==> src/pkg/tcm_pkg.sv <==
// Constants for the timer counter, modulo and channel flag block
package tcm_pkg;
	// =========================================================
	// Register byte addresses, one aligned word each
	localparam logic [7:0] ADR_TIMER_SC = 8'h00;
	localparam logic [7:0] ADR_CNT_HI = 8'h04;
	localparam logic [7:0] ADR_CNT_LO = 8'h08;
	localparam logic [7:0] ADR_MOD_HI = 8'h0c;
	localparam logic [7:0] ADR_MOD_LO = 8'h10;
	localparam logic [7:0] ADR_CHAN_SC = 8'h14;
	localparam logic [7:0] ADR_CHVAL_HI = 8'h18;
	localparam logic [7:0] ADR_CHVAL_LO = 8'h1c;
	// =========================================================
	// Field positions
	localparam int FLAG_BIT = 7;
	localparam int IRQ_EN_BIT = 6;
	localparam int CPWM_BIT = 5;
	localparam int CLKSEL_HI = 4;
	localparam int CLKSEL_LO = 3;
	localparam int MSB_BIT = 5;
	localparam int MSA_BIT = 4;
	localparam int EDGE_HI = 3;
	localparam int EDGE_LO = 2;
	// =========================================================
	// Values
	localparam logic [15:0] CNT_ZERO = 16'h0000;
	localparam logic [15:0] CNT_ONE = 16'h0001;
	localparam logic [15:0] CNT_MAX = 16'hffff;
	localparam logic [15:0] MOD_RESET = 16'h0000;
	localparam logic [1:0] CLKSEL_OFF = 2'h0;
	localparam logic [1:0] EDGE_OFF = 2'h0;
	localparam logic [1:0] MODE_CAPTURE = 2'h0;
	localparam logic [6:0] CTL_RESET = 7'h00;
	localparam logic [4:0] CHCTL_RESET = 5'h00;
	localparam logic [7:0] BYTE_ZERO = 8'h00;
	localparam logic [31:0] WORD_ZERO = 32'h0000_0000;
	// =========================================================
	// Counter read coherency states
	typedef enum logic [2:0] {
		COH_IDLE = 3'b001,
		COH_WAIT_LO = 3'b010,
		COH_WAIT_HI = 3'b100
	} tcm_coh_type;
	// Modulo write buffer states
	typedef enum logic [3:0] {
		MOD_IDLE = 4'b0001,
		MOD_HAVE_HI = 4'b0010,
		MOD_HAVE_LO = 4'b0100,
		MOD_ARMED = 4'b1000
	} tcm_mod_type;
endpackage

==> src/rtl/tcm_timer.sv <==
// Timer counter, modulo buffer and channel event flag with Wishbone slave
//
// How it works
// RL1 - Reading either counter byte holds both bytes until the other is read.
// RL2 - Reset or any timer control write returns the read hold to idle.
// RL3 - Reset or any counter byte write clears the counter and read hold.
// RL4 - Debug halt stops the counter; reads return the held value.
// RL5 - Debug halt freezes the counter read hold state despite reads.
// RL6 - In debug halt, control or counter writes still release the read hold.
// RL7 - At the modulo value the next tick restarts at zero, sets overflow flag.
// RL8 - One modulo byte written alone suppresses the overflow flag.
// RL9 - Modulo resets to zero; zero means free running over full range.
// RL10 - Modulo writes buffered; clock off loads them on the second byte.
// RL11 - Clock on loads buffered modulo at the step into the old modulo.
// RL12 - A timer control write resets the modulo buffer state, even halted.
// RL13 - In debug halt the modulo state freezes and writes go direct.
// RL14 - Software should clear the counter before writing a new modulo.
// RL15 - Input capture channel sets its event flag on an active edge.
// RL16 - Compare or PWM channel sets its flag when counter equals value; here only while edge_on is set.
// RL17 - PWM at 0% or 100% duty never sets the channel flag.
// RL18 - Channel interrupt requested while flag set and enable is one.
// RL19 - Channel flag clears by read then write 0; new event restarts.
// RL20 - Reset clears the channel flag; writing 1 leaves it alone.
// RL21 - Clock select zero stops the counter; other codes let ticks through.
// RL22 - Overflow flag clears by read then write 0; writing 1 does nothing.
// RL23 - Free running counter wraps from maximum to zero and sets overflow.
//
// Decided for this implementation: the placing of the registers and the Wishbone slave port.
`timescale 1ns/100ps
module tcm_timer
	import tcm_pkg::*;
(
	input wire logic clk_in,
	input wire logic arst_n_in,
	input wire logic wb_cyc_in,
	input wire logic wb_stb_in,
	input wire logic wb_we_in,
	input wire logic [7:0] wb_adr_in,
	input wire logic [3:0] wb_sel_in,
	input wire logic [31:0] wb_dat_in,
	output logic [31:0] wb_dat_out,
	output logic wb_ack_out,
	input wire logic timer_tick_in,
	input wire logic debug_halt_in,
	input wire logic capture_edge_in,
	output logic overflow_irq_out,
	output logic channel_irq_out
);
	// =========================================================
	// Helpers
	// Set wins over clear so no event is lost in the clearing cycle
	function automatic logic flag_next(input logic flag, input logic set, input logic clr);
		flag_next = set | (flag & ~clr);
	endfunction
	// Read arm of the clear sequence; a new event restarts it
	function automatic logic arm_next(input logic arm, input logic flag, input logic set,
		input logic rd, input logic wr);
		if (set) begin
			arm_next = 1'b0;
		end else if (rd & flag) begin
			arm_next = 1'b1;
		end else if (wr) begin
			arm_next = 1'b0;
		end else begin
			arm_next = arm;
		end
	endfunction
	// Effective top of count
	function automatic logic [15:0] top_of(input logic [15:0] m);
		top_of = (m == MOD_RESET) ? CNT_MAX : m;
	endfunction

	// =========================================================
	// Bus decode
	logic ack_ff;
	logic [31:0] dat_ff;
	logic acc;
	logic wr;
	logic rd;
	logic [7:0] wbyte;
	assign acc = wb_cyc_in & wb_stb_in & ~ack_ff;
	assign wr = acc & wb_we_in & wb_sel_in[0];
	assign rd = acc & ~wb_we_in;
	assign wbyte = wb_dat_in[7:0];

	logic sc_wr, cnt_wr, modh_wr, modl_wr, csc_wr, cvh_wr, cvl_wr;
	logic sc_rd, cnth_rd, cntl_rd, csc_rd;
	assign sc_wr = wr & (wb_adr_in == ADR_TIMER_SC);
	assign cnt_wr = wr & ((wb_adr_in == ADR_CNT_HI) | (wb_adr_in == ADR_CNT_LO));
	assign modh_wr = wr & (wb_adr_in == ADR_MOD_HI);
	assign modl_wr = wr & (wb_adr_in == ADR_MOD_LO);
	assign csc_wr = wr & (wb_adr_in == ADR_CHAN_SC);
	assign cvh_wr = wr & (wb_adr_in == ADR_CHVAL_HI);
	assign cvl_wr = wr & (wb_adr_in == ADR_CHVAL_LO);
	assign sc_rd = rd & (wb_adr_in == ADR_TIMER_SC);
	assign cnth_rd = rd & (wb_adr_in == ADR_CNT_HI);
	assign cntl_rd = rd & (wb_adr_in == ADR_CNT_LO);
	assign csc_rd = rd & (wb_adr_in == ADR_CHAN_SC);

	// =========================================================
	// State
	logic [15:0] cnt_ff, cnt_buf_ff, mod_ff, mod_buf_ff, chval_ff;
	logic [6:0] ctl_ff;
	logic [4:0] chctl_ff;
	// Channel control keeps only byte bits 6:2, so its field positions shift down by this much
	localparam int CH_LSB = EDGE_LO;
	logic ovf_flag_ff, ovf_arm_ff, ch_flag_ff, ch_arm_ff;
	logic ovf_irq_ff, ch_irq_ff;
	tcm_coh_type coh_ff;
	tcm_mod_type mst_ff;

	logic [1:0] clk_sel;
	logic step, wrap, ovf_evt, mod_upd, one_byte;
	logic [15:0] nxt_cnt, top;
	assign clk_sel = ctl_ff[CLKSEL_HI:CLKSEL_LO];
	assign top = top_of(mod_ff);
	// Ticks only pass with a clock source chosen and no debug halt
	assign step = timer_tick_in & (clk_sel != CLKSEL_OFF) & ~debug_halt_in; // RL21 RL4
	assign wrap = (cnt_ff == top); // RL7 RL9 RL23
	assign nxt_cnt = wrap ? CNT_ZERO : cnt_ff + CNT_ONE;
	assign one_byte = (mst_ff == MOD_HAVE_HI) | (mst_ff == MOD_HAVE_LO);
	assign ovf_evt = step & wrap & ~cnt_wr & ~one_byte; // RL8
	// Load point is the step into the old top, so the new limit starts cleanly
	assign mod_upd = step & (mst_ff == MOD_ARMED) & (cnt_ff == top - CNT_ONE); // RL11

	// =========================================================
	// Wishbone answer, one cycle after the request
	always_ff @(posedge clk_in or negedge arst_n_in) begin
		if (!arst_n_in) begin
			ack_ff <= 1'b0;
		end else begin
			ack_ff <= acc;
		end
	end

	// Read data mux; unmapped addresses read zero
	logic [15:0] cnt_view;
	assign cnt_view = (coh_ff == COH_IDLE) ? cnt_ff : cnt_buf_ff; // RL1
	always_ff @(posedge clk_in or negedge arst_n_in) begin
		if (!arst_n_in) begin
			dat_ff <= WORD_ZERO;
		end else if (rd) begin
			unique case (wb_adr_in)
				ADR_TIMER_SC: dat_ff <= {24'h000000, ovf_flag_ff, ctl_ff};
				ADR_CNT_HI: dat_ff <= {24'h000000, cnt_view[15:8]};
				ADR_CNT_LO: dat_ff <= {24'h000000, cnt_view[7:0]};
				ADR_MOD_HI: dat_ff <= {24'h000000, mod_ff[15:8]};
				ADR_MOD_LO: dat_ff <= {24'h000000, mod_ff[7:0]};
				ADR_CHAN_SC: dat_ff <= {24'h000000, ch_flag_ff, chctl_ff, 2'h0};
				ADR_CHVAL_HI: dat_ff <= {24'h000000, chval_ff[15:8]};
				ADR_CHVAL_LO: dat_ff <= {24'h000000, chval_ff[7:0]};
				default: dat_ff <= WORD_ZERO;
			endcase
		end
	end

	// =========================================================
	// Control registers
	always_ff @(posedge clk_in or negedge arst_n_in) begin
		if (!arst_n_in) begin
			ctl_ff <= CTL_RESET;
			chctl_ff <= CHCTL_RESET;
		end else begin
			if (sc_wr) begin
				ctl_ff <= wbyte[6:0];
			end
			if (csc_wr) begin
				chctl_ff <= wbyte[IRQ_EN_BIT:CH_LSB];
			end
		end
	end

	// =========================================================
	// Counter; a write clears it regardless of data
	always_ff @(posedge clk_in or negedge arst_n_in) begin
		if (!arst_n_in) begin
			cnt_ff <= CNT_ZERO; // RL3
		end else if (cnt_wr) begin
			cnt_ff <= CNT_ZERO; // RL3
		end else if (step) begin
			cnt_ff <= nxt_cnt; // RL7 RL23
		end
	end

	// Read coherency; control and counter writes release it even under debug halt
	always_ff @(posedge clk_in or negedge arst_n_in) begin
		if (!arst_n_in) begin
			coh_ff <= COH_IDLE; // RL2
		end else if (sc_wr | cnt_wr) begin
			coh_ff <= COH_IDLE; // RL2 RL3 RL6
		end else if (!debug_halt_in) begin // RL5
			unique case (coh_ff)
				COH_IDLE: begin
					if (cnth_rd) begin
						coh_ff <= COH_WAIT_LO; // RL1
					end else if (cntl_rd) begin
						coh_ff <= COH_WAIT_HI; // RL1
					end
				end
				COH_WAIT_LO: begin
					if (cntl_rd) begin
						coh_ff <= COH_IDLE;
					end
				end
				COH_WAIT_HI: begin
					if (cnth_rd) begin
						coh_ff <= COH_IDLE;
					end
				end
			endcase
		end
	end

	// Snapshot of both bytes at the first read
	always_ff @(posedge clk_in or negedge arst_n_in) begin
		if (!arst_n_in) begin
			cnt_buf_ff <= CNT_ZERO;
		end else if ((coh_ff == COH_IDLE) & ~debug_halt_in & (cnth_rd | cntl_rd)) begin
			cnt_buf_ff <= cnt_ff; // RL1
		end
	end

	// =========================================================
	// Modulo write buffer state
	logic mod_done;
	assign mod_done = ((mst_ff == MOD_HAVE_HI) & modl_wr) | ((mst_ff == MOD_HAVE_LO) & modh_wr);
	always_ff @(posedge clk_in or negedge arst_n_in) begin
		if (!arst_n_in) begin
			mst_ff <= MOD_IDLE;
		end else if (sc_wr) begin
			mst_ff <= MOD_IDLE; // RL12
		end else if (!debug_halt_in) begin // RL13
			if (mod_done) begin
				mst_ff <= (clk_sel == CLKSEL_OFF) ? MOD_IDLE : MOD_ARMED; // RL10 RL11
			end else if (modh_wr) begin
				mst_ff <= MOD_HAVE_HI;
			end else if (modl_wr) begin
				mst_ff <= MOD_HAVE_LO;
			end else if (mod_upd) begin
				mst_ff <= MOD_IDLE;
			end
		end
	end

	// Buffer bytes, filled only outside debug halt
	always_ff @(posedge clk_in or negedge arst_n_in) begin
		if (!arst_n_in) begin
			mod_buf_ff <= MOD_RESET;
		end else if (!debug_halt_in) begin
			if (modh_wr) begin
				mod_buf_ff[15:8] <= wbyte; // RL10
			end
			if (modl_wr) begin
				mod_buf_ff[7:0] <= wbyte; // RL10
			end
		end
	end

	// Active modulo
	always_ff @(posedge clk_in or negedge arst_n_in) begin
		if (!arst_n_in) begin
			mod_ff <= MOD_RESET; // RL9
		end else if (debug_halt_in) begin
			if (modh_wr) begin
				mod_ff[15:8] <= wbyte; // RL13
			end
			if (modl_wr) begin
				mod_ff[7:0] <= wbyte; // RL13
			end
		end else if (mod_done & (clk_sel == CLKSEL_OFF)) begin
			mod_ff <= modh_wr ? {wbyte, mod_buf_ff[7:0]} : {mod_buf_ff[15:8], wbyte}; // RL10
		end else if (mod_upd) begin
			mod_ff <= mod_buf_ff; // RL11
		end
	end

	// =========================================================
	// Overflow flag and its clearing sequence
	logic ovf_clr;
	assign ovf_clr = sc_wr & ~wbyte[FLAG_BIT] & ovf_arm_ff; // RL22
	always_ff @(posedge clk_in or negedge arst_n_in) begin
		if (!arst_n_in) begin
			ovf_flag_ff <= 1'b0;
			ovf_arm_ff <= 1'b0;
		end else begin
			ovf_flag_ff <= flag_next(ovf_flag_ff, ovf_evt, ovf_clr); // RL7 RL22
			ovf_arm_ff <= arm_next(ovf_arm_ff, ovf_flag_ff, ovf_evt, sc_rd, sc_wr); // RL22
		end
	end

	// =========================================================
	// Channel value; ignored while capturing
	logic is_capture, is_pwm, edge_on, duty_edge, ch_evt, ch_clr;
	// Byte positions rebased onto the stored field, else the selects run past bit 4
	assign edge_on = chctl_ff[EDGE_HI - CH_LSB:EDGE_LO - CH_LSB] != EDGE_OFF;
	assign is_capture = ~ctl_ff[CPWM_BIT] &
		(chctl_ff[MSB_BIT - CH_LSB:MSA_BIT - CH_LSB] == MODE_CAPTURE);
	assign is_pwm = ctl_ff[CPWM_BIT] | chctl_ff[MSB_BIT - CH_LSB];
	always_ff @(posedge clk_in or negedge arst_n_in) begin
		if (!arst_n_in) begin
			chval_ff <= CNT_ZERO;
		end else if (!is_capture) begin
			if (cvh_wr) begin
				chval_ff[15:8] <= wbyte;
			end
			if (cvl_wr) begin
				chval_ff[7:0] <= wbyte;
			end
		end
	end

	// Zero value gives 0%, a value past the top gives 100%
	assign duty_edge = (chval_ff == CNT_ZERO) | (chval_ff > top); // RL17
	always_comb begin
		ch_evt = 1'b0;
		if (edge_on) begin
			if (is_capture) begin
				ch_evt = capture_edge_in; // RL15
			end else begin
				// Match taken when the counter steps onto the value
				ch_evt = step & ~cnt_wr & (nxt_cnt == chval_ff) & ~(is_pwm & duty_edge); // RL16 RL17
			end
		end
	end
	assign ch_clr = csc_wr & ~wbyte[FLAG_BIT] & ch_arm_ff; // RL19 RL20

	// Channel flag and its clearing sequence
	always_ff @(posedge clk_in or negedge arst_n_in) begin
		if (!arst_n_in) begin
			ch_flag_ff <= 1'b0; // RL20
			ch_arm_ff <= 1'b0;
		end else begin
			ch_flag_ff <= flag_next(ch_flag_ff, ch_evt, ch_clr); // RL19
			ch_arm_ff <= arm_next(ch_arm_ff, ch_flag_ff, ch_evt, csc_rd, csc_wr); // RL19
		end
	end

	// =========================================================
	// Interrupt requests, registered one cycle behind the flags
	always_ff @(posedge clk_in or negedge arst_n_in) begin
		if (!arst_n_in) begin
			ovf_irq_ff <= 1'b0;
			ch_irq_ff <= 1'b0;
		end else begin
			ovf_irq_ff <= ovf_flag_ff & ctl_ff[IRQ_EN_BIT];
			ch_irq_ff <= ch_flag_ff & chctl_ff[IRQ_EN_BIT - CH_LSB]; // RL18
		end
	end

	assign wb_ack_out = ack_ff;
	assign wb_dat_out = dat_ff;
	assign overflow_irq_out = ovf_irq_ff;
	assign channel_irq_out = ch_irq_ff;

	// =========================================================
	// Checks
	AST_CNT_CLEAR: assert property (@(posedge clk_in) disable iff (!arst_n_in) // RL3
		cnt_wr |=> (cnt_ff == CNT_ZERO) && (coh_ff == COH_IDLE))
		else $error("counter write did not clear counter");
	AST_HALT_HOLD: assert property (@(posedge clk_in) disable iff (!arst_n_in) // RL4
		(debug_halt_in && !cnt_wr) |=> $stable(cnt_ff))
		else $error("counter moved during debug halt");
	AST_COH_FROZEN: assert property (@(posedge clk_in) disable iff (!arst_n_in) // RL5
		(debug_halt_in && !sc_wr && !cnt_wr) |=> $stable(coh_ff))
		else $error("read hold changed during debug halt");
	AST_SC_RELEASE: assert property (@(posedge clk_in) disable iff (!arst_n_in) // RL6
		sc_wr |=> (coh_ff == COH_IDLE) && (mst_ff == MOD_IDLE))
		else $error("control write did not release latches");
	AST_WRAP: assert property (@(posedge clk_in) disable iff (!arst_n_in) // RL7
		(step && wrap && !cnt_wr && !one_byte) |=> (cnt_ff == CNT_ZERO) && ovf_flag_ff)
		else $error("counter did not wrap with overflow");
	AST_INHIBIT: assert property (@(posedge clk_in) disable iff (!arst_n_in) // RL8
		(one_byte && !ovf_flag_ff) |=> !ovf_flag_ff)
		else $error("overflow set with half written modulo");
	AST_HOLD_READ: assert property (@(posedge clk_in) disable iff (!arst_n_in) // RL1
		(cnth_rd && coh_ff == COH_IDLE && !debug_halt_in) |=>
		(coh_ff == COH_WAIT_LO) && (cnt_buf_ff == $past(cnt_ff)))
		else $error("counter read did not capture both bytes");
	AST_IRQ: assert property (@(posedge clk_in) disable iff (!arst_n_in) // RL18
		(ch_flag_ff && chctl_ff[IRQ_EN_BIT - CH_LSB]) |=> channel_irq_out)
		else $error("channel interrupt missing");
	AST_W1_KEEP: assert property (@(posedge clk_in) disable iff (!arst_n_in) // RL20
		(csc_wr && wbyte[FLAG_BIT] && ch_flag_ff) |=> ch_flag_ff)
		else $error("writing one changed channel flag");
	AST_CLK_OFF: assert property (@(posedge clk_in) disable iff (!arst_n_in) // RL21
		(clk_sel == CLKSEL_OFF && !cnt_wr) |=> $stable(cnt_ff))
		else $error("counter ran with no clock source");
endmodule

==> config.mk <==
export PLATFORM = sky130hd
export DESIGN_NAME = tcm_timer
export DESIGN_NICKNAME = d
export VERILOG_FILES = /design/src/pkg/tcm_pkg.sv /design/src/rtl/tcm_timer.sv
export SDC_FILE = /design/constraint.sdc
export NUM_CORES = 1
export LEC_CHECK = 0
export BUFFER_PORTS_ARGS = -buffer_cell sky130_fd_sc_hd__buf_2
export CAP_MARGIN = 10
export CORE_UTILIZATION = 45
export DETAILED_ROUTE_END_ITERATION = 12
export SETUP_SLACK_MARGIN = 0.15
export SYNTH_ARGS = -nofsm -noshare
export SYNTH_HDL_FRONTEND = slang
export SYNTH_SLANG_ARGS = --single-unit
==> constraint.sdc <==
create_clock -name clk_in -period 6.72 [get_ports clk_in]
set_input_delay 0 -clock clk_in [delete_from_list [all_inputs] [get_ports clk_in]]
set_output_delay 0 -clock clk_in [all_outputs]
set_load 0.02 [all_outputs]
# Word-level counts from Yosys, hierarchy flattened
# Cells that the tools add are included.
[word_totals]
regBits = 138
latchBits = 0
mem_bits_rw = 0
rom_bits = 0
word_cells = 163
memories = 0
[classes]
add_sub_neg = 2
mul = 0
div = 0
magnitude_cmp = 1
n_eq_ne = 23
n_shift = 0
n_mux = 34
n_bitwise = 63
n_reduce_logical = 20
[ops]
columns = ["op", "count"]
rows = [
  ["2-to-1 mux 16 bit", 9],
  ["case mux 8 bit (8 select lines)", 1],
  ["== test 16 bit", 3],
  ["AND 1 bit", 43],
  ["== test 8 x 5 -> 1 bit, second input constant", 4],
  ["logical NOT 16 bit", 2],
  ["2-to-1 mux 4 bit", 7],
  ["2-to-1 mux 3 bit", 6],
  ["adder 16 x 1 -> 16 bit, second input constant", 1],
  ["== test 8 x 4 -> 1 bit, second input constant", 2],
  ["> comparator 16 bit", 1],
  ["2-to-1 mux 8 bit", 2],
  ["subtractor 16 x 1 -> 16 bit, second input constant", 1],
  ["AND reduction 2 bit", 7],
  ["NOT 1 bit", 11],
  ["OR 1 bit", 9],
  ["case mux 3 bit (3 select lines)", 1],
  ["nonzero test 3 bit", 3],
  ["== test 8 x 3 -> 1 bit, second input constant", 1],
  ["logical NOT 8 bit", 1],
  ["2-to-1 mux 1 bit", 8],
  ["!= test 2 x 1 -> 1 bit, second input constant", 4],
  ["!= test 3 bit, second input constant", 2],
  ["nonzero test 2 bit", 3],
  ["other kinds (10)", 11],
]

# Depth between registers and ports, before layout
# Gate-level depths: netlist (run 1).
[logic_depth]
depth_word = 12
depth_mapped = 19
mapped_depth_nobuf = 16

# Worst setup path before layout (run 1)
# OpenSTA, ideal clock, no wires.
[synth_timing]
kind = "register to register"
startpoint = "reg mod_ff[14]"
endpoint = "reg mod_ff[10]"
arrival_time_ns = 4.817
path_slack_ns = 1.778
stages_incl_launch_ff = 18
synth_period_minus_slack_ns = 4.942
path_cell_list = "dfrtp_1 clkbuf_1 or4_1 clkbuf_1 or3_1 nor2_1 clkbuf_1 nor2_1 ha_1 or3b_1 xor2_1 xnor2_1 or3_1 a221o_1 or4_1 nor2b_4 a21oi_4 mux2_2"
[synth_via]
elab_chain_len = 7
[synth_lines]
columns = ["element", "line", "source"]
rows = [
  ["from (decl)", "tcm_timer.sv:102", "logic [15:0] cnt_ff, cnt_buf_ff, mod_ff, mod_buf_ff, chval_ff;"],
  ["from (signal assigned)", "tcm_timer.sv:265", "mod_ff[15:8] <= wbyte;"],
  ["from (signal assigned)", "tcm_timer.sv:271", "mod_ff <= modh_wr ? {wbyte, mod_buf_ff[7:0]} : {mod_buf_ff[15:8], wbyte};"],
  ["from (signal assigned)", "tcm_timer.sv:273", "mod_ff <= mod_buf_ff;"],
  ["logical NOT 16 bit", "tcm_timer.sv:70", "top_of = (m == MOD_RESET) ? CNT_MAX : m;"],
  ["2-to-1 mux 16 bit (*)", "tcm_timer.sv:70", ""],
  ["subtractor 16 x 1 -> 16 bit (*)", "tcm_timer.sv:124", "assign mod_upd = step & (mst_ff == MOD_ARMED) & (cnt_ff == top - CNT_ONE);"],
  ["== test 16 bit (*)", "tcm_timer.sv:124", ""],
  ["AND 1 bit (*)", "tcm_timer.sv:124", ""],
  ["nonzero test 3 bit (no source line) (*)", "-", ""],
  ["AND reduction 2 bit (no source line) (*)", "-", ""],
]
# Every way passes the cells marked *; elsewhere a longest branch is shown, timed or not.
# A chain may end at the register's enable or synchronous reset.

# Worst setup path after layout (run 1)
[layout_timing]
startpoint = "reg mod_ff[8]"
endpoint = "reg mod_ff[9]"
# The elaborated chain is that of the path after synthesis.

==> run summary, run 1 <==
Run status - completed
Register area share after synthesis - 38.1%
Seq. cell area - 2860 um2
Die Wd - 131 um
Final core occ - 52.5%
Final worst path period need - 5.18 ns
WP data required - 7.02 ns
WHS - 0.0430 ns
Power Dens Cells - 235 nW/um2
CP Capture Type - register
Fin worst setup slack - 1.54 ns
Commonest non-fill, non-tap cell in the layout - dfrtp_1
CTS tree - built
Seq cells post-synth - 114
Number of flops mapped to enable cells by yosys - 0
Post-CTS Setup Inserts - 0
Avg WL per Cell - 21.8 um
Diodes inserted - 0
H-tree levels - 4
Drt pass-1 iters - 7
Worst endpoint data arrival time - 5.48 ns
Critical path fanouts, max - 9
Slew Viols, Final - 0
Reg power frac - 39.6%
Unrepaired setup endpoints after global routing - no
IO Port Bufs - 35
Main synth FF type - dfrtp_1
Initial Utilization - 46.6%
First-pass GRT wire length - 35.3 mm
Least-Margin Pin Slew - 1.17 ns
Root Driver - clkbuf_16
Core ar. - 16,100 um2
Clk sink count - 114
DPL Wire Length - 15.8 mm
DRC Markers - 0
Leakage power - 0.00376 uW
Rows - 46
DP Cell Count - 995
Reg2Reg Depth - 14
Area added between synthesis and finish - 12.5%
Max-Cap Viols - 0
Via density - 6.18
Netlist Area Pre-Place - 7490 um2
Kind of critical path - register to register
# fillers - 1,442
CTS max path bufs - 2
Antenna-violating nets left - 0
Detailed router's first-iteration violation count - 669
Maximum vdd ir drop - 0.210 mV
Number of global-route vias before repair - 6,193
Total global routing overflow - 0
Net Sw Power - 558 uW
Layout cell share with drive strength beyond 1 - 22.3%
Worst Setup Start Kind - register
Worst Setup SP - mod_ff[8]
Pint - 1420 uW
Reg2Reg Setup Slack - 1.54 ns
Detailed-route via count - 6,417
Final net count - 879
Clock power frac - 44.8%
Most frequent cells in the layout - 112 x dfrtp_1, 94 x mux2_2, 77 x nor2_1
Period Utilization, post-route - 77.1%
DRT Wirelength - 22.6 mm
Setup crit end - mod_ff[9]
Clock Latency Late Sink - 0.42 ns
Avg Cell Area, Syn - 9.55 um2
Total CTS buffers - 17
Io pins - 87
Library cells used by synthesis - 68
Pin count of the biggest net entering global routing - 68
Clock-pin slew on the worst setup and hold paths - 0.06 ns
Die ar. - 17,200 um2
Antenna violations before repair - 0
Pre-CTS setup slack - 1.58 ns
Async set or reset register ratio after synthesis - 100%
Post-Route Setup TNS - 0 ns
Yosys warns - 0
Min-delay worst type - input pin to register
Non-Filler Instances - 1,038
Worst r2r src - mod_ff[8]
Final setup vio count - 0
RR Endpoint - mod_ff[9]
Fmax - 0.193 GHz
Global Route Usage Sum - 28.2%
Rel. slew slack - 21.4%
Synth Instances - 784
Cts repair resizes - 0
Die H - 131 um
Final Hold Fails - 0
Area of the multi-input gates - 4320 um2
Final RePlAce weighted congestion - 0.931
Logic gate share of total power - 15.5%
Switching part of the total power - 28.2%
Layout Skew - 0.00796 ns
## worst max-delay path, cell delays in order (launching register included)
cell	delay, ns
dfrtp_1	0.58
or4_1	0.70
or3_1	0.42
nor2_1	0.25
nor2_1	0.10
ha_1	0.25
or3b_1	0.30
xor2_1	0.28
xnor2_1	0.09
or3_1	0.32
a221o_1	0.36
or4_1	0.57
nor2b_4	0.19
a21oi_4	0.28
mux2_2	0.38
## worst min-delay path by stage
stage,startpoint,end,slack [ns],cells after the start
after floorplan,arst_n_in,ch_arm_ff,-0.30,0
after global placement,arst_n_in,coh_ff[2],0.05,1
after detailed placement,arst_n_in,coh_ff[1],0.05,1
after CTS,capture_edge_in,ch_flag_ff,0.03,4
after global routing,timer_tick_in,cnt_ff[8],0.07,4
final,capture_edge_in,ch_flag_ff,0.04,4
## cells in the mapped netlist (6+ instances only)
cell type  number  area share (%)
nand3_1        29             1.9
a22oi_1        11             1.1
a221oi_1       12             1.4
mux2i_1         9             1.2
dfrtp_1       112              37
and3_1          9            0.75
nor3_1         16             1.1
a211oi_1        6            0.60
nor4_1         11            0.92
nand2_1        49             2.5
buf_4          24             2.4
o31ai_1         8            0.80
ha_1           18             3.0
nand4_1        11            0.92
nor2_1         77             3.9
o21ai_0        31             2.1
a31oi_1         7            0.58
xnor2_1        24             2.8
xor2_1         21             2.5
mux2_2         94              14
clkbuf_1       43             2.2
inv_1           7            0.35
and2_1          6            0.50
or3_1           6            0.50
a21oi_1        44             2.9
a222oi_1        7            0.94
nand2b_1        7            0.58
## power by group through the flow
stage	combinational, uW	sequential [uW]	clock (uW)
2_1_floorplan	242	761	0
3_3_place_gp	291	792	0
3_5_place_dp	300	793	0
4_1_cts	306	781	897
5_1_grt	341	787	930
6_report	307	783	885
## through the flow
stage	area (um2)	power, uW
floorplan	7580	1000
global placement	7730	1080
detailed placement	7730	1090
CTS	8430	1980
global route	8430	2060
finish	8430	1980
## registers in the layout, summed over array words and instances (netlist names)
signal,cells
coh_ff,3
cnt_buf_ff,16
overflow_irq_out,1
ovf_flag_ff,1
mod_buf_ff,16
ch_arm_ff,1
chval_ff,16
chctl_ff,5
channel_irq_out,1
mod_ff,16
ch_flag_ff,1
wb_ack_out,1
cnt_ff,16
ctl_ff,7
wb_dat_out,8
ovf_arm_ff,1
mst_ff,4
## layout make-up
| cell class | count | area share (%) |
|---|---|---|
| clock buffers | 23 | 5.67 |
| clock inverters | 9 | 1.25 |
| inverters | 7 | 0.312 |
| multi-input cells | 612 | 51.3 |
| flip-flops and latches | 114 | 33.9 |
| well taps | 216 | 3.21 |
| repair buffers | 57 | 4.40 |
## kinds of logic after synthesis
group	Yosys count	share of synthesized area (%)
buffers and inverters	81	5.43
adder cells (fa/ha/maj)	18	3.01
flip-flops	114	38.1
AO/OA/AOI/OAI	170	15.6
AND/OR/NAND/NOR	251	16.9
multiplexers	103	15.3
other	1	0.0501
XOR/XNOR	46	5.56
## metal layers
layer	global-route usage (%)	vias up	routed length, um
met3	5.33	62	1950
met5	0	-	0
met1	37.6	3113	9460
met4	11.4	0	671
li1	-	2919	-
met2	45.1	323	10500
## timing repair
item / CTS / global route
setup endpoints to repair: 0 / 0
hold buffers: 11 / 0
endpoints found under the hold margin: 87 / 0
(Power assumes the default switching activity.)
==> run 2, diff against run 1 <==
ABC_AREA = 1   (was unset)
clock period = 4.9 ns   (was 6.72 ns; I/O delays follow)
==> run summary, run 2 <==
Area added between synthesis and finish - 13.0%
First-pass GRT wire length - 35.9 mm (+1.7%)
Critical path fanouts, max - 33 (+24)
Synth area leader - dfrtp_1
Die ar. - 16,900 um2 (-1.7%)
Kind of critical path - register to register
Hold Path Depth - 4 (unchanged)
Min-delay worst type - input pin to register
Non-Filler Instances - 1,302 (+25%)
Seq cells post-synth - 114 (unchanged)
Initial Utilization - 46.2% (-0.46 points)
Yosys warns - 0 (unchanged)
IO Port Bufs - 35 (unchanged)
Diodes inserted - 0 (unchanged)
Post-CTS Setup Inserts - 0 (unchanged)
Most common cell in the synthesized netlist - nand2_1
Via density - 5.34 (-14%)
Final RePlAce weighted congestion - 0.955 (+2.6%)
Power Dens Cells - 370 nW/um2 (+58%)
CTS max path bufs - 2 (unchanged)
Final net count - 1,143 (+30%)
# fillers - 1,636 (+13%)
Rows - 46 (unchanged)
Main synth FF type - dfrtp_1
Leakage power - 0.00422 uW (+12%)
Final worst path period need - 3.44 ns (-1.74 ns)
Reg2Reg Depth - 21 (+7)
Max-Cap Viols - 0 (unchanged)
Detailed router's first-iteration violation count - 598 (-11%)
Number of global-route vias before repair - 6,483 (+4.7%)
Period Utilization, post-route - 70.2% (-6.9 points)
WP data required - 5.21 ns (-1.81 ns)
Clock-pin slew on the worst setup and hold paths - 0.06 ns (about the same)
WHS - 0.0932 ns (+0.0502 ns)
Die Wd - 130 um (-0.84%)
Avg WL per Cell - 17.5 um (-20%)
Core ar. - 15,900 um2 (-0.72%)
Slew Viols, Final - 0 (unchanged)
H-tree levels - 4 (unchanged)
DP Cell Count - 1,257 (+26%)
Least-Margin Pin Slew - 1.13 ns (-0.0491 ns)
Most frequent cells after synthesis - 299 x nand2_1, 130 x inv_1, 112 x dfrtp_1
Cts repair resizes - 0 (unchanged)
Library cells used by synthesis - 47 (-31%)
Number of flops mapped to enable cells by yosys - 0 (unchanged)
Worst endpoint data arrival time - 3.75 ns (-1.73 ns)
Layout Skew - 0.00685 ns (-0.00111 ns)
Total global routing overflow - 0 (unchanged)
Unrepaired setup endpoints after global routing - no
Worst Setup Start Kind - register
Synth area leaders - dfrtp_1 38%, nand2_1 15%, inv_1 6.6%
Clock Latency Late Sink - 0.42 ns (about the same)
Layout cell share with drive strength beyond 1 - 10.3% (-12 points)
Area of the multi-input gates - 3760 um2 (-13%)
Die H - 130 um (-0.84%)
Pin count of the biggest net entering global routing - 80 (+18%)
# hold bufs at CTS - 13 (+2)
Rel. slew slack - 24.4% (+3.1 points)
Avg Cell Area, Syn - 7.17 um2 (-25%)
CP Capture Type - register
Io pins - 87 (unchanged)
Seq. cell area - 2860 um2 (unchanged)
Run status - completed
Most frequent cells in the layout - 299 x nand2_1, 130 x inv_1, 112 x dfrtp_1
Maximum vdd ir drop - 0.295 mV (+40%)
Tot Pwr - 3080 uW (+56%)
Synth top area share - 38.1% (+0.65 points)
Fmax - 0.291 GHz (+51%)
Clk sink count - 114 (unchanged)
Async set or reset register ratio after synthesis - 100% (unchanged)
DPL Wire Length - 17.2 mm (+8.4%)
Global Route Usage Sum - 28.9% (+0.69 points)
Antenna violations before repair - 0 (unchanged)
DRC Markers - 0 (unchanged)
Drt pass-1 iters - 5 (-2)
Netlist Area Pre-Place - 7360 um2 (-1.7%)
CTS tree - built
DRT Wirelength - 22.7 mm (+0.68%)
Register area share after synthesis - 38.8% (+0.66 points)
Final Hold Fails - 0 (unchanged)
Post-Route Setup TNS - 0 ns (unchanged)
Synth Instances - 1,027 (+31%)
Total CTS buffers - 17 (unchanged)
Commonest non-fill, non-tap cell in the layout - nand2_1
Final core occ - 52.2% (-0.29 points)
Antenna-violating nets left - 0 (unchanged)
Final setup vio count - 0 (unchanged)
Detailed-route via count - 6,948 (+8.3%)
Root Driver - clkbuf_16
-- run 2: per-stage QoR --
| stage | worst slack (ns) | area (um2) |
|---|---|---|
| after CTS | 1.48 | 8320 |
| after global routing | 1.11 | 8320 |
| final | 1.46 | 8320 |
| after detailed placement | 1.52 | 7600 |
| after floorplan | 2.11 | 7450 |
| after global placement | 1.51 | 7600 |
-- run 2: worst max-delay path, cell delays in order (launching register included) --
cell,delay [ns]
dfrtp_1,0.50
nor2_2,0.10
nand2_1,0.09
nor2_2,0.05
nand2_4,0.28
nand2_1,0.13
inv_1,0.11
ha_1,0.19
nand3_1,0.14
inv_1,0.11
nand2_1,0.08
nor2_1,0.17
nand3_1,0.13
inv_1,0.07
nand2_1,0.05
xor2_1,0.13
nor2_1,0.08
nand3_1,0.22
nand3_2,0.27
nand2_1,0.23
nand2_1,0.13
nand2_1,0.06
-- run 2: logic make-up (layout without fill, tap and decap cells) --
kind of cell	Yosys count	in the layout	synth area share (%)
buffers and inverters	185	221	11.3
flip-flops	114	114	38.8
AND/OR/NAND/NOR	499	499	28.8
other	1	24	0.0509
adder cells (fa/ha/maj)	18	18	3.06
AO/OA/AOI/OAI	178	178	14.0
XOR/XNOR	24	24	2.85
multiplexers	8	8	1.22
-- run 2: worst paths after layout --
kind,slack (ns),to,from
max reg2reg,1.46,mod_ff[12],mod_ff[11]
min in group asynchronous,0.27,coh_ff[2],arst_n_in
min,0.09,coh_ff[2],debug_halt_in
max,1.46,mod_ff[12],mod_ff[11]
min reg2reg,0.47,wb_dat_out[1],wb_dat_out[1]
max in group asynchronous,3.58,coh_ff[0],arst_n_in
-- run 2: per-layer routing --
metal / vias up / global-route usage (%) / share of wire, %
met5: - / 0 / 0
met4: 0 / 11.1 / 2.6
met3: 40 / 4.72 / 7.1
met2: 262 / 44.6 / 45
met1: 3251 / 40.5 / 45
li1: 3395 / - / -
-- run 2: report_power, final --
group | internal [uW] | switching, uW
clock network | 752 | 483
registers | 989 | 61.0
logic | 273 | 521
-- run 2: cell type report --
cell class              instances  area share, %
inverters                     139           6.27
clock inverters                15           1.93
repair buffers                 50           3.88
flip-flops and latches        114           34.3
well taps                     216           3.25
clock buffers                  17           5.11
multi-input cells             751           45.2
